File: src/pkg/fsrf_pkg.sv
// Constants and types shared by the full-status readback responder.
package fsrf_pkg;

  // Preparing frame decode.
  localparam logic [6:0] QUERY_CMD_CODE  = 7'h01;
  localparam logic [7:0] APP_CMD_CODE    = 8'h80;

  // Register byte offsets.
  localparam logic [7:0] REG_CTRL_OFS    = 8'h00;
  localparam logic [7:0] REG_STATUS_OFS  = 8'h04;
  localparam logic [7:0] REG_MASK_OFS    = 8'h08;
  localparam logic [7:0] REG_STATE_OFS   = 8'h0C;

  // Values after reset.
  localparam logic       CTRL_RESET      = 1'b1;
  localparam logic [3:0] MASK_RESET      = 4'h0;
  localparam logic [3:0] STATUS_RESET    = 4'h0;

  // Event bit positions, shared by the status and mask registers.
  localparam int         EV_ACCEPT       = 0;
  localparam int         EV_FIRST        = 1;
  localparam int         EV_SECOND       = 2;
  localparam int         EV_IGNORED      = 3;
  localparam int         EV_WIDTH        = 4;

  typedef enum logic [2:0] {
    FSRF_IDLE   = 3'b001,
    FSRF_ARMED  = 3'b010,
    FSRF_SECOND = 3'b100
  } fsrf_state_t;

endpackage

File: src/verilog/fsrf_regs.sv
// Register slave with sticky event status, mask and interrupt output.
`timescale 1ns/1ps
`default_nettype none

module fsrf_regs (
  // Clock and reset
  input  wire logic        clk_in,
  input  wire logic        sys_rst_in,
  // Register port
  input  wire logic [7:0]  reg_addr_in,
  input  wire logic [31:0] reg_wdata_in,
  input  wire logic        reg_wr_in,
  input  wire logic        reg_rd_in,
  output logic      [31:0] reg_rdata_out,
  // Block side
  input  wire logic [3:0]  events_in,
  input  wire logic [2:0]  phase_in,
  output logic             enable_out,
  output logic             irq_out
);

  logic        ctrl_q;
  logic        ctrl_d;
  logic [3:0]  mask_q;
  logic [3:0]  mask_d;
  logic [3:0]  stat_q;
  logic [3:0]  stat_d;
  logic [31:0] rdata_q;
  logic [31:0] rdata_d;

  always_comb begin
    ctrl_d  = ctrl_q;
    mask_d  = mask_q;
    rdata_d = 32'h0000_0000;
    stat_d  = stat_q;
    if (reg_wr_in && reg_addr_in == fsrf_pkg::REG_CTRL_OFS) begin
      ctrl_d = reg_wdata_in[0];
    end
    if (reg_wr_in && reg_addr_in == fsrf_pkg::REG_MASK_OFS) begin
      mask_d = reg_wdata_in[3:0];
    end
    if (reg_rd_in) begin
      case (reg_addr_in)
        fsrf_pkg::REG_CTRL_OFS: begin
          rdata_d = {31'h0000_0000, ctrl_q};
        end
        fsrf_pkg::REG_STATUS_OFS: begin
          rdata_d = {28'h000_0000, stat_q};
          stat_d  = 4'h0;
        end
        fsrf_pkg::REG_MASK_OFS: begin
          rdata_d = {28'h000_0000, mask_q};
        end
        fsrf_pkg::REG_STATE_OFS: begin
          rdata_d = {29'h000_0000, phase_in};
        end
        default: begin
          rdata_d = 32'h0000_0000;
        end
      endcase
    end
    // An event in the same cycle as the clearing read is kept.
    stat_d = stat_d | events_in;
  end

  always_ff @(posedge clk_in) begin
    if (sys_rst_in) begin
      ctrl_q  <= fsrf_pkg::CTRL_RESET;
      mask_q  <= fsrf_pkg::MASK_RESET;
      stat_q  <= fsrf_pkg::STATUS_RESET;
      rdata_q <= 32'h0000_0000;
    end else begin
      ctrl_q  <= ctrl_d;
      mask_q  <= mask_d;
      stat_q  <= stat_d;
      rdata_q <= rdata_d;
    end
  end

  assign reg_rdata_out = rdata_q;
  assign enable_out    = ctrl_q;
  assign irq_out       = |(stat_q & mask_q);

endmodule

`default_nettype wire

File: src/verilog/fsrf_status_responder.sv
// Full-status query responder: accepts the preparing frame, answers two reading frames.
//
// Overview of operation
// - A type 6 reading frame after an accepted status preparing frame is answered with the data bytes.
// - The first response carries run current in the upper and hold current in the lower nibble of byte 2.
// - Byte 8 of the first response is stall threshold, second undervoltage flag, then the 3-bit threshold.
// - Byte 7 of the second response is stall enable, a one, full-duty flag, secure position bits 10 to 8.
// - Byte 8 of the second response is stall flag, two zeros, sample count, duty stall and jitter enables.
// - Serving the query pulses a request to clear the latched fault flags after they are reported.
//
// The register offsets and strobed register access are this design's own decisions.
`timescale 1ns/1ps
`default_nettype none

module fsrf_status_responder (
  // Clock and reset
  input  wire logic        clk_in,
  input  wire logic        sys_rst_in,
  // Register port
  input  wire logic [7:0]  reg_addr_in,
  input  wire logic [31:0] reg_wdata_in,
  input  wire logic        reg_wr_in,
  input  wire logic        reg_rd_in,
  output logic      [31:0] reg_rdata_out,
  output logic             irq_out,
  // Decoded frames from the link layer
  input  wire logic        prep_valid_in,
  input  wire logic        prep_ext_in,
  input  wire logic [7:0]  application_command_byte_in,
  input  wire logic [6:0]  prep_cmd_in,
  input  wire logic [6:0]  prep_addr_in,
  input  wire logic        read_req_in,
  input  wire logic [6:0]  node_addr_in,
  // Responses
  output logic             resp_valid_out,
  output logic             resp_second_out,
  output logic      [63:0] resp_data_out,
  output logic             clear_flags_out,
  // Settings and state, first response
  input  wire logic [3:0]  run_current_in,
  input  wire logic [3:0]  hold_current_in,
  input  wire logic [3:0]  max_velocity_in,
  input  wire logic [3:0]  min_velocity_in,
  input  wire logic        accel_shape_in,
  input  wire logic [1:0]  step_mode_in,
  input  wire logic        shaft_dir_in,
  input  wire logic [3:0]  acceleration_in,
  input  wire logic        supply_reset_flag_in,
  input  wire logic        step_loss_flag_in,
  input  wire logic        electrical_defect_flag_in,
  input  wire logic        undervoltage_flag_in,
  input  wire logic        thermal_shutdown_flag_in,
  input  wire logic        thermal_warning_flag_in,
  input  wire logic [1:0]  temp_info_in,
  input  wire logic [2:0]  motion_state_in,
  input  wire logic        ext_switch_in,
  input  wire logic        overcurrent_coil_x_flag_in,
  input  wire logic        overcurrent_coil_y_flag_in,
  input  wire logic        stall_flag_in,
  input  wire logic        pwm_freq_sel_in,
  input  wire logic        boost_disable_in,
  input  wire logic [1:0]  stab_time_in,
  input  wire logic        link_timeout_err_in,
  input  wire logic        link_data_err_in,
  input  wire logic        link_header_err_in,
  input  wire logic        link_bit_err_in,
  input  wire logic [3:0]  absolute_stall_threshold_in,
  input  wire logic        second_undervoltage_flag_in,
  input  wire logic [2:0]  third_undervoltage_threshold_in,
  // Positions and stall settings, second response
  input  wire logic [15:0] actual_position_in,
  input  wire logic [15:0] target_position_in,
  input  wire logic [10:0] secure_position_in,
  input  wire logic [2:0]  full_step_stall_enable_in,
  input  wire logic        full_duty_flag_in,
  input  wire logic        absolute_stall_flag_in,
  input  wire logic [2:0]  minimum_sample_count_in,
  input  wire logic        full_duty_stall_enable_in,
  input  wire logic        pwm_jitter_enable_in
);

  fsrf_pkg::fsrf_state_t state_q;
  fsrf_pkg::fsrf_state_t state_d;
  logic [63:0] data_q;
  logic [63:0] data_d;
  logic [63:0] snap_q;
  logic [63:0] snap_d;
  logic        valid_q;
  logic        valid_d;
  logic        second_q;
  logic        second_d;
  logic        clear_q;
  logic        clear_d;
  logic [3:0]  events;
  logic        enable;
  logic        query_ok;
  logic [63:0] pack_first;
  logic [63:0] pack_second;

  // Type 8 frames must also carry the application command byte.
  assign query_ok = enable && prep_cmd_in == fsrf_pkg::QUERY_CMD_CODE
                    && prep_addr_in == node_addr_in
                    && (!prep_ext_in
                        || application_command_byte_in == fsrf_pkg::APP_CMD_CODE);

  assign pack_first = {
    1'b1, node_addr_in,
    run_current_in, hold_current_in,
    max_velocity_in, min_velocity_in,
    accel_shape_in, step_mode_in, shaft_dir_in, acceleration_in,
    supply_reset_flag_in, step_loss_flag_in, electrical_defect_flag_in,
    undervoltage_flag_in, thermal_shutdown_flag_in, thermal_warning_flag_in, temp_info_in,
    motion_state_in, ext_switch_in, overcurrent_coil_x_flag_in,
    overcurrent_coil_y_flag_in, stall_flag_in, 1'b0,
    pwm_freq_sel_in, boost_disable_in, stab_time_in,
    link_timeout_err_in, link_data_err_in, link_header_err_in, link_bit_err_in,
    absolute_stall_threshold_in, second_undervoltage_flag_in,
    third_undervoltage_threshold_in
  };

  assign pack_second = {
    1'b1, node_addr_in,
    actual_position_in,
    target_position_in,
    secure_position_in[7:0],
    full_step_stall_enable_in, 1'b1, full_duty_flag_in, secure_position_in[10:8],
    absolute_stall_flag_in, 2'b00, minimum_sample_count_in,
    full_duty_stall_enable_in, pwm_jitter_enable_in
  };

  always_comb begin
    state_d  = state_q;
    data_d   = data_q;
    snap_d   = snap_q;
    valid_d  = 1'b0;
    second_d = 1'b0;
    clear_d  = 1'b0;
    events   = 4'h0;
    if (prep_valid_in) begin
      // Any other preparing frame drops a pending query.
      if (query_ok) begin
        state_d                    = fsrf_pkg::FSRF_ARMED;
        events[fsrf_pkg::EV_ACCEPT] = 1'b1;
      end else begin
        state_d = fsrf_pkg::FSRF_IDLE;
      end
    end else if (read_req_in) begin
      case (state_q)
        fsrf_pkg::FSRF_ARMED: begin
          valid_d                    = 1'b1;
          data_d                     = pack_first;
          snap_d                     = pack_second;
          clear_d                    = 1'b1;
          state_d                    = fsrf_pkg::FSRF_SECOND;
          events[fsrf_pkg::EV_FIRST] = 1'b1;
        end
        fsrf_pkg::FSRF_SECOND: begin
          valid_d                     = 1'b1;
          second_d                    = 1'b1;
          data_d                      = snap_q;
          state_d                     = fsrf_pkg::FSRF_IDLE;
          events[fsrf_pkg::EV_SECOND] = 1'b1;
        end
        fsrf_pkg::FSRF_IDLE: begin
          events[fsrf_pkg::EV_IGNORED] = 1'b1;
        end
        default: begin
          state_d = fsrf_pkg::FSRF_IDLE;
        end
      endcase
    end
  end

  always_ff @(posedge clk_in) begin
    if (sys_rst_in) begin
      state_q  <= fsrf_pkg::FSRF_IDLE;
      data_q   <= 64'h0000_0000_0000_0000;
      snap_q   <= 64'h0000_0000_0000_0000;
      valid_q  <= 1'b0;
      second_q <= 1'b0;
      clear_q  <= 1'b0;
    end else begin
      state_q  <= state_d;
      data_q   <= data_d;
      snap_q   <= snap_d;
      valid_q  <= valid_d;
      second_q <= second_d;
      clear_q  <= clear_d;
    end
  end

  assign resp_valid_out  = valid_q;
  assign resp_second_out = second_q;
  assign resp_data_out   = data_q;
  assign clear_flags_out = clear_q;

  fsrf_regs u_regs (
    .clk_in        (clk_in),
    .sys_rst_in    (sys_rst_in),
    .reg_addr_in   (reg_addr_in),
    .reg_wdata_in  (reg_wdata_in),
    .reg_wr_in     (reg_wr_in),
    .reg_rd_in     (reg_rd_in),
    .reg_rdata_out (reg_rdata_out),
    .events_in     (events),
    .phase_in      (state_q),
    .enable_out    (enable),
    .irq_out       (irq_out)
  );

  // Values seen when the first response was built, for checking the second.
  logic [31:0] chk_q;
  always_ff @(posedge clk_in) begin
    if (events[fsrf_pkg::EV_FIRST]) begin
      chk_q <= {actual_position_in, full_step_stall_enable_in, full_duty_flag_in,
                secure_position_in, absolute_stall_flag_in};
    end
  end
endmodule

`default_nettype wire
File: config.mk
export PLATFORM = sky130hd
export DESIGN_NAME = fsrf_status_responder
export DESIGN_NICKNAME = d
export VERILOG_FILES = /design/src/pkg/fsrf_pkg.sv /design/src/verilog/fsrf_regs.sv /design/src/verilog/fsrf_status_responder.sv
export SDC_FILE = /design/constraint.sdc
export NUM_CORES = 1
export LEC_CHECK = 0
export BUFFER_PORTS_ARGS = -buffer_cell sky130_fd_sc_hd__buf_2
export CAP_MARGIN = 20
export CORE_ASPECT_RATIO = 0.8
export CORE_MARGIN = 2
export CORE_UTILIZATION = 42
export DETAILED_ROUTE_END_ITERATION = 12
export PLACE_DENSITY = 0.83
export SLEW_MARGIN = 10
export SYNTH_ARGS = -nofsm -noshare
export SYNTH_HDL_FRONTEND = slang
export SYNTH_SLANG_ARGS = --single-unit
File: constraint.sdc
create_clock -name clk_in -period 1.6 [get_ports clk_in]
set_input_delay 0.24 -clock clk_in [delete_from_list [all_inputs] [get_ports clk_in]]
set_output_delay 0.24 -clock clk_in [all_outputs]
set_load 0.02 [all_outputs]
==> reports/results.txt <==
FILL cells - 1,205
Synth top area share - 0.488
Vias - 5,953
switching share of power - 0.219
post-cts hold buffer count - 0
antenna-violating nets left - 0
Crit-path slowest cell - or3b_4
metal2 WL - 8380 um
Initial Util - 0.433
grt ovf - 0
clock skew - 4.67 ps
drt wl/cell - 15.3 um
status - complete, but fails checks
GPL Wtd Cong - 0.874
Core Region - 13,600 sq um
Synth cell types - 38
Slowest Stage Delay on Critical Path - 390 ps
die width - 137 um
cell area after synthesis - 5910 sq um
setup ws final - -184 ps
startpoint class of the critical path - flip-flop
Ys Warns - 0
CP Cell Sequence - buf_6 > or3b_4 > buf_4 > or2_4 > buf_12 > nand2_1 > a21oi_1
leak pwr - 3.59 nW
RSZ-0062 raised after global routing - yes
share of cells above drive strength 1 - 0.326
max frequency - 561 MHz
largest net degree at the start of global routing - 68
Crit Path Class - reg -> reg
worst vdd ir - 0.681 mV
Layout Nets - 1,160
die area - 15,000 sq um
Hold Path Class - in -> reg
metal3 WL - 1560 um
commonest non-fill, non-tap cells in the layout - nand2_1 (244), buf_2 (226), dfxtp_1 (142)
share of the yosys chip area belonging to registers - 0.488
failing checks - setup timing
P_sw - 1.81 mW
top post-synthesis cells by area - dfxtp_1 (49%), nand2_1 (15%), a311oi_1 (8.9%)
Max FO, Critical Path - 25
sequential share of power - 0.435
DP Wirelength - 11,000 um
overall power - 8.26 mW
Final Max Tran Viols - 0
clk buf depth - 2
Comb power frac - 0.054
Final Hold Viols - 0
Initial DRC Count - 407
# Max-Cap Violations - 0
ANT cells - 0
antenna violations before repair - 0
Reg-to-Reg Start - state_q[0]
Hold EP - u_regs.mask_q[2]
IO buf count - 227
Synth area leader - dfxtp_1
Synth Register Bits - 144
Avg Synthesized Cell Area - 8.00 sq um
Worst R2R Setup Slack - -180 ps
commonest non-fill, non-tap cell in the layout - nand2_1
CP Capture Type - flip-flop
DRC - 0
final period utilization - 1.11
CTS Buf Count - 17
CTS root buf - clkbuf_16
Total GRT Usage - 0.222
Post-Synthesis Cells - 739
final setup TNS - -14,910 ps
Critical Path RT - 1890 ps
Clock Sinks - 144
cells on worst reg2reg path - 7
met1 WL - 7730 um
Final setup viols - 126
crit path DAT - 2070 ps
R2R Path End - snap_q[31]
Tmin final - 1780 ps
top routing layer used - met4
die height - 110 um
IO Pins - 284
Int Power - 6.45 mW
first-pass GRT wire length - 26,000 um
Initial DRT Pass Iterations - 4
clock latency at the later pin of the worst-skew pair - 410 ps
Vias/cell - 5.09
# H-tree levels - 4
WHS Path Cells - 3
Std-Cell Rows - 38
cell area power density - 995 nW/um^2
Routed WL - 17,900 um
clk slew on worst S/H paths - 60 ps
CTS tree - done
number of global-route vias before repair - 5,388
Layout area overhead - 40.4%
worst min-delay path startpoint - reg_wdata_in[2]
Clock Power Share - 0.511
Util after Layout - 0.608
==> final cells by class <==
cell class	instances	area, sq um	area share
Sequential cell	144	2890	0.348
Multi-Input combinational cell	538	2700	0.326
Timing Repair Buffer	275	1860	0.224
Clock buffer	19	443	0.0534
Tap cell	180	225	0.0271
Clock inverter	13	185	0.0223
==> critical path: cells and delay by family (launching register included) <==
| family | cells | cell delay [ps] |
|---|---|---|
| buffers and inverters | 3 | 460 |
| AOI/OAI and AO/OA | 1 | 70 |
| and+or+nand+nor | 3 | 770 |
| DFF | 1 | 340 |
==> cell usage after synthesis (all sizes together) <==
master and n:
nor2 83, conb 1, nor4 2, nor3b 1
a31oi 1, nor4b 2, mux2 2, nor3 4
or3b 2, nor2b 4, nand3 2, and2 1
a22oi 8, nand3b 1, a21o 3, nand2 244
or2 2, o2bb2ai 1, mux2i 5, a21oi 63
o21ai 2, nand4 3, a221o 1, dfxtp 144
a311oi 60, a2111o 1, nand2b 2, buf 55
a32o 1, mux4 1, clkbuf 29, xnor2 8
==> timing repair <==
action                                  in CTS  in global routing
gates resized for setup                     14                 16
gates cloned                                 5                  7
pin swaps                                    1                 45
setup buffers                                6                  3
endpoints found under the setup margin     127                128
==> sequential cells by signal (all words and copies together) (netlist names) <==
name,flops
resp_second_out,1
u_regs.reg_rdata_out,4
u_regs.stat_q,4
resp_data_out,64
state_q,3
resp_valid_out,1
clear_flags_out,1
u_regs.mask_q,4
u_regs.enable_out,1
snap_q,61
==> through the flow <==
| stage | instances | instance area [sq um] | hold WS (ps) | setup WS [ps] |
|---|---|---|---|---|
| CTS | 1159 | 8090 | 48.3 | -183 |
| global route | 1169 | 8300 | 45.8 | -224 |
| global placement | 1116 | 7240 | 442 | -167 |
| detailed placement | 1116 | 7240 | 447 | -264 |
| finish | 1169 | 8300 | 61.7 | -184 |
| floorplan | 766 | 6070 | 340 | 2.16 |
==> layer usage <==
metal	vias up	GRT usage
met2	268	0.380
met1	2741	0.270
li1	2926	-
met4	0	0.0625
met3	18	0.0672
met5	-	0
==> cells by family (layout without fill, tap and decap cells) <==
family | Yosys count | count (layout) | synth area share
simple gates | 353 | 353 | 0.237
flops | 144 | 144 | 0.488
compound gates | 141 | 141 | 0.166
buf+inv | 84 | 307 | 0.0804
xor+xnor | 8 | 8 | 0.0119
mux | 8 | 8 | 0.0161
other cells | 1 | 28 | 0.000634
==> power by group through the flow <==
stage	Combinational (mW)	Sequential, mW	Clock (mW)
finish	0.443	3.59	4.22
global route	0.485	3.59	4.47
CTS	0.441	3.59	4.28
detailed placement	0.435	3.67	0
global placement	0.435	3.67	0
floorplan	0.232	3.67	0
==> how the worst max path moves through the flow <==
| stage | start | to | cells after the start |
|---|---|---|---|
| floorplan | state_q[1] | resp_data_out[0] | 7 |
| global placement | state_q[0] | resp_data_out[33] | 5 |
| detailed placement | state_q[0] | resp_data_out[25] | 5 |
| CTS | state_q[0] | resp_data_out[37] | 6 |
| global route | state_q[0] | snap_q[42] | 7 |
| finish | state_q[0] | snap_q[31] | 7 |
Note: power is estimated with default switching activity, not from simulation.
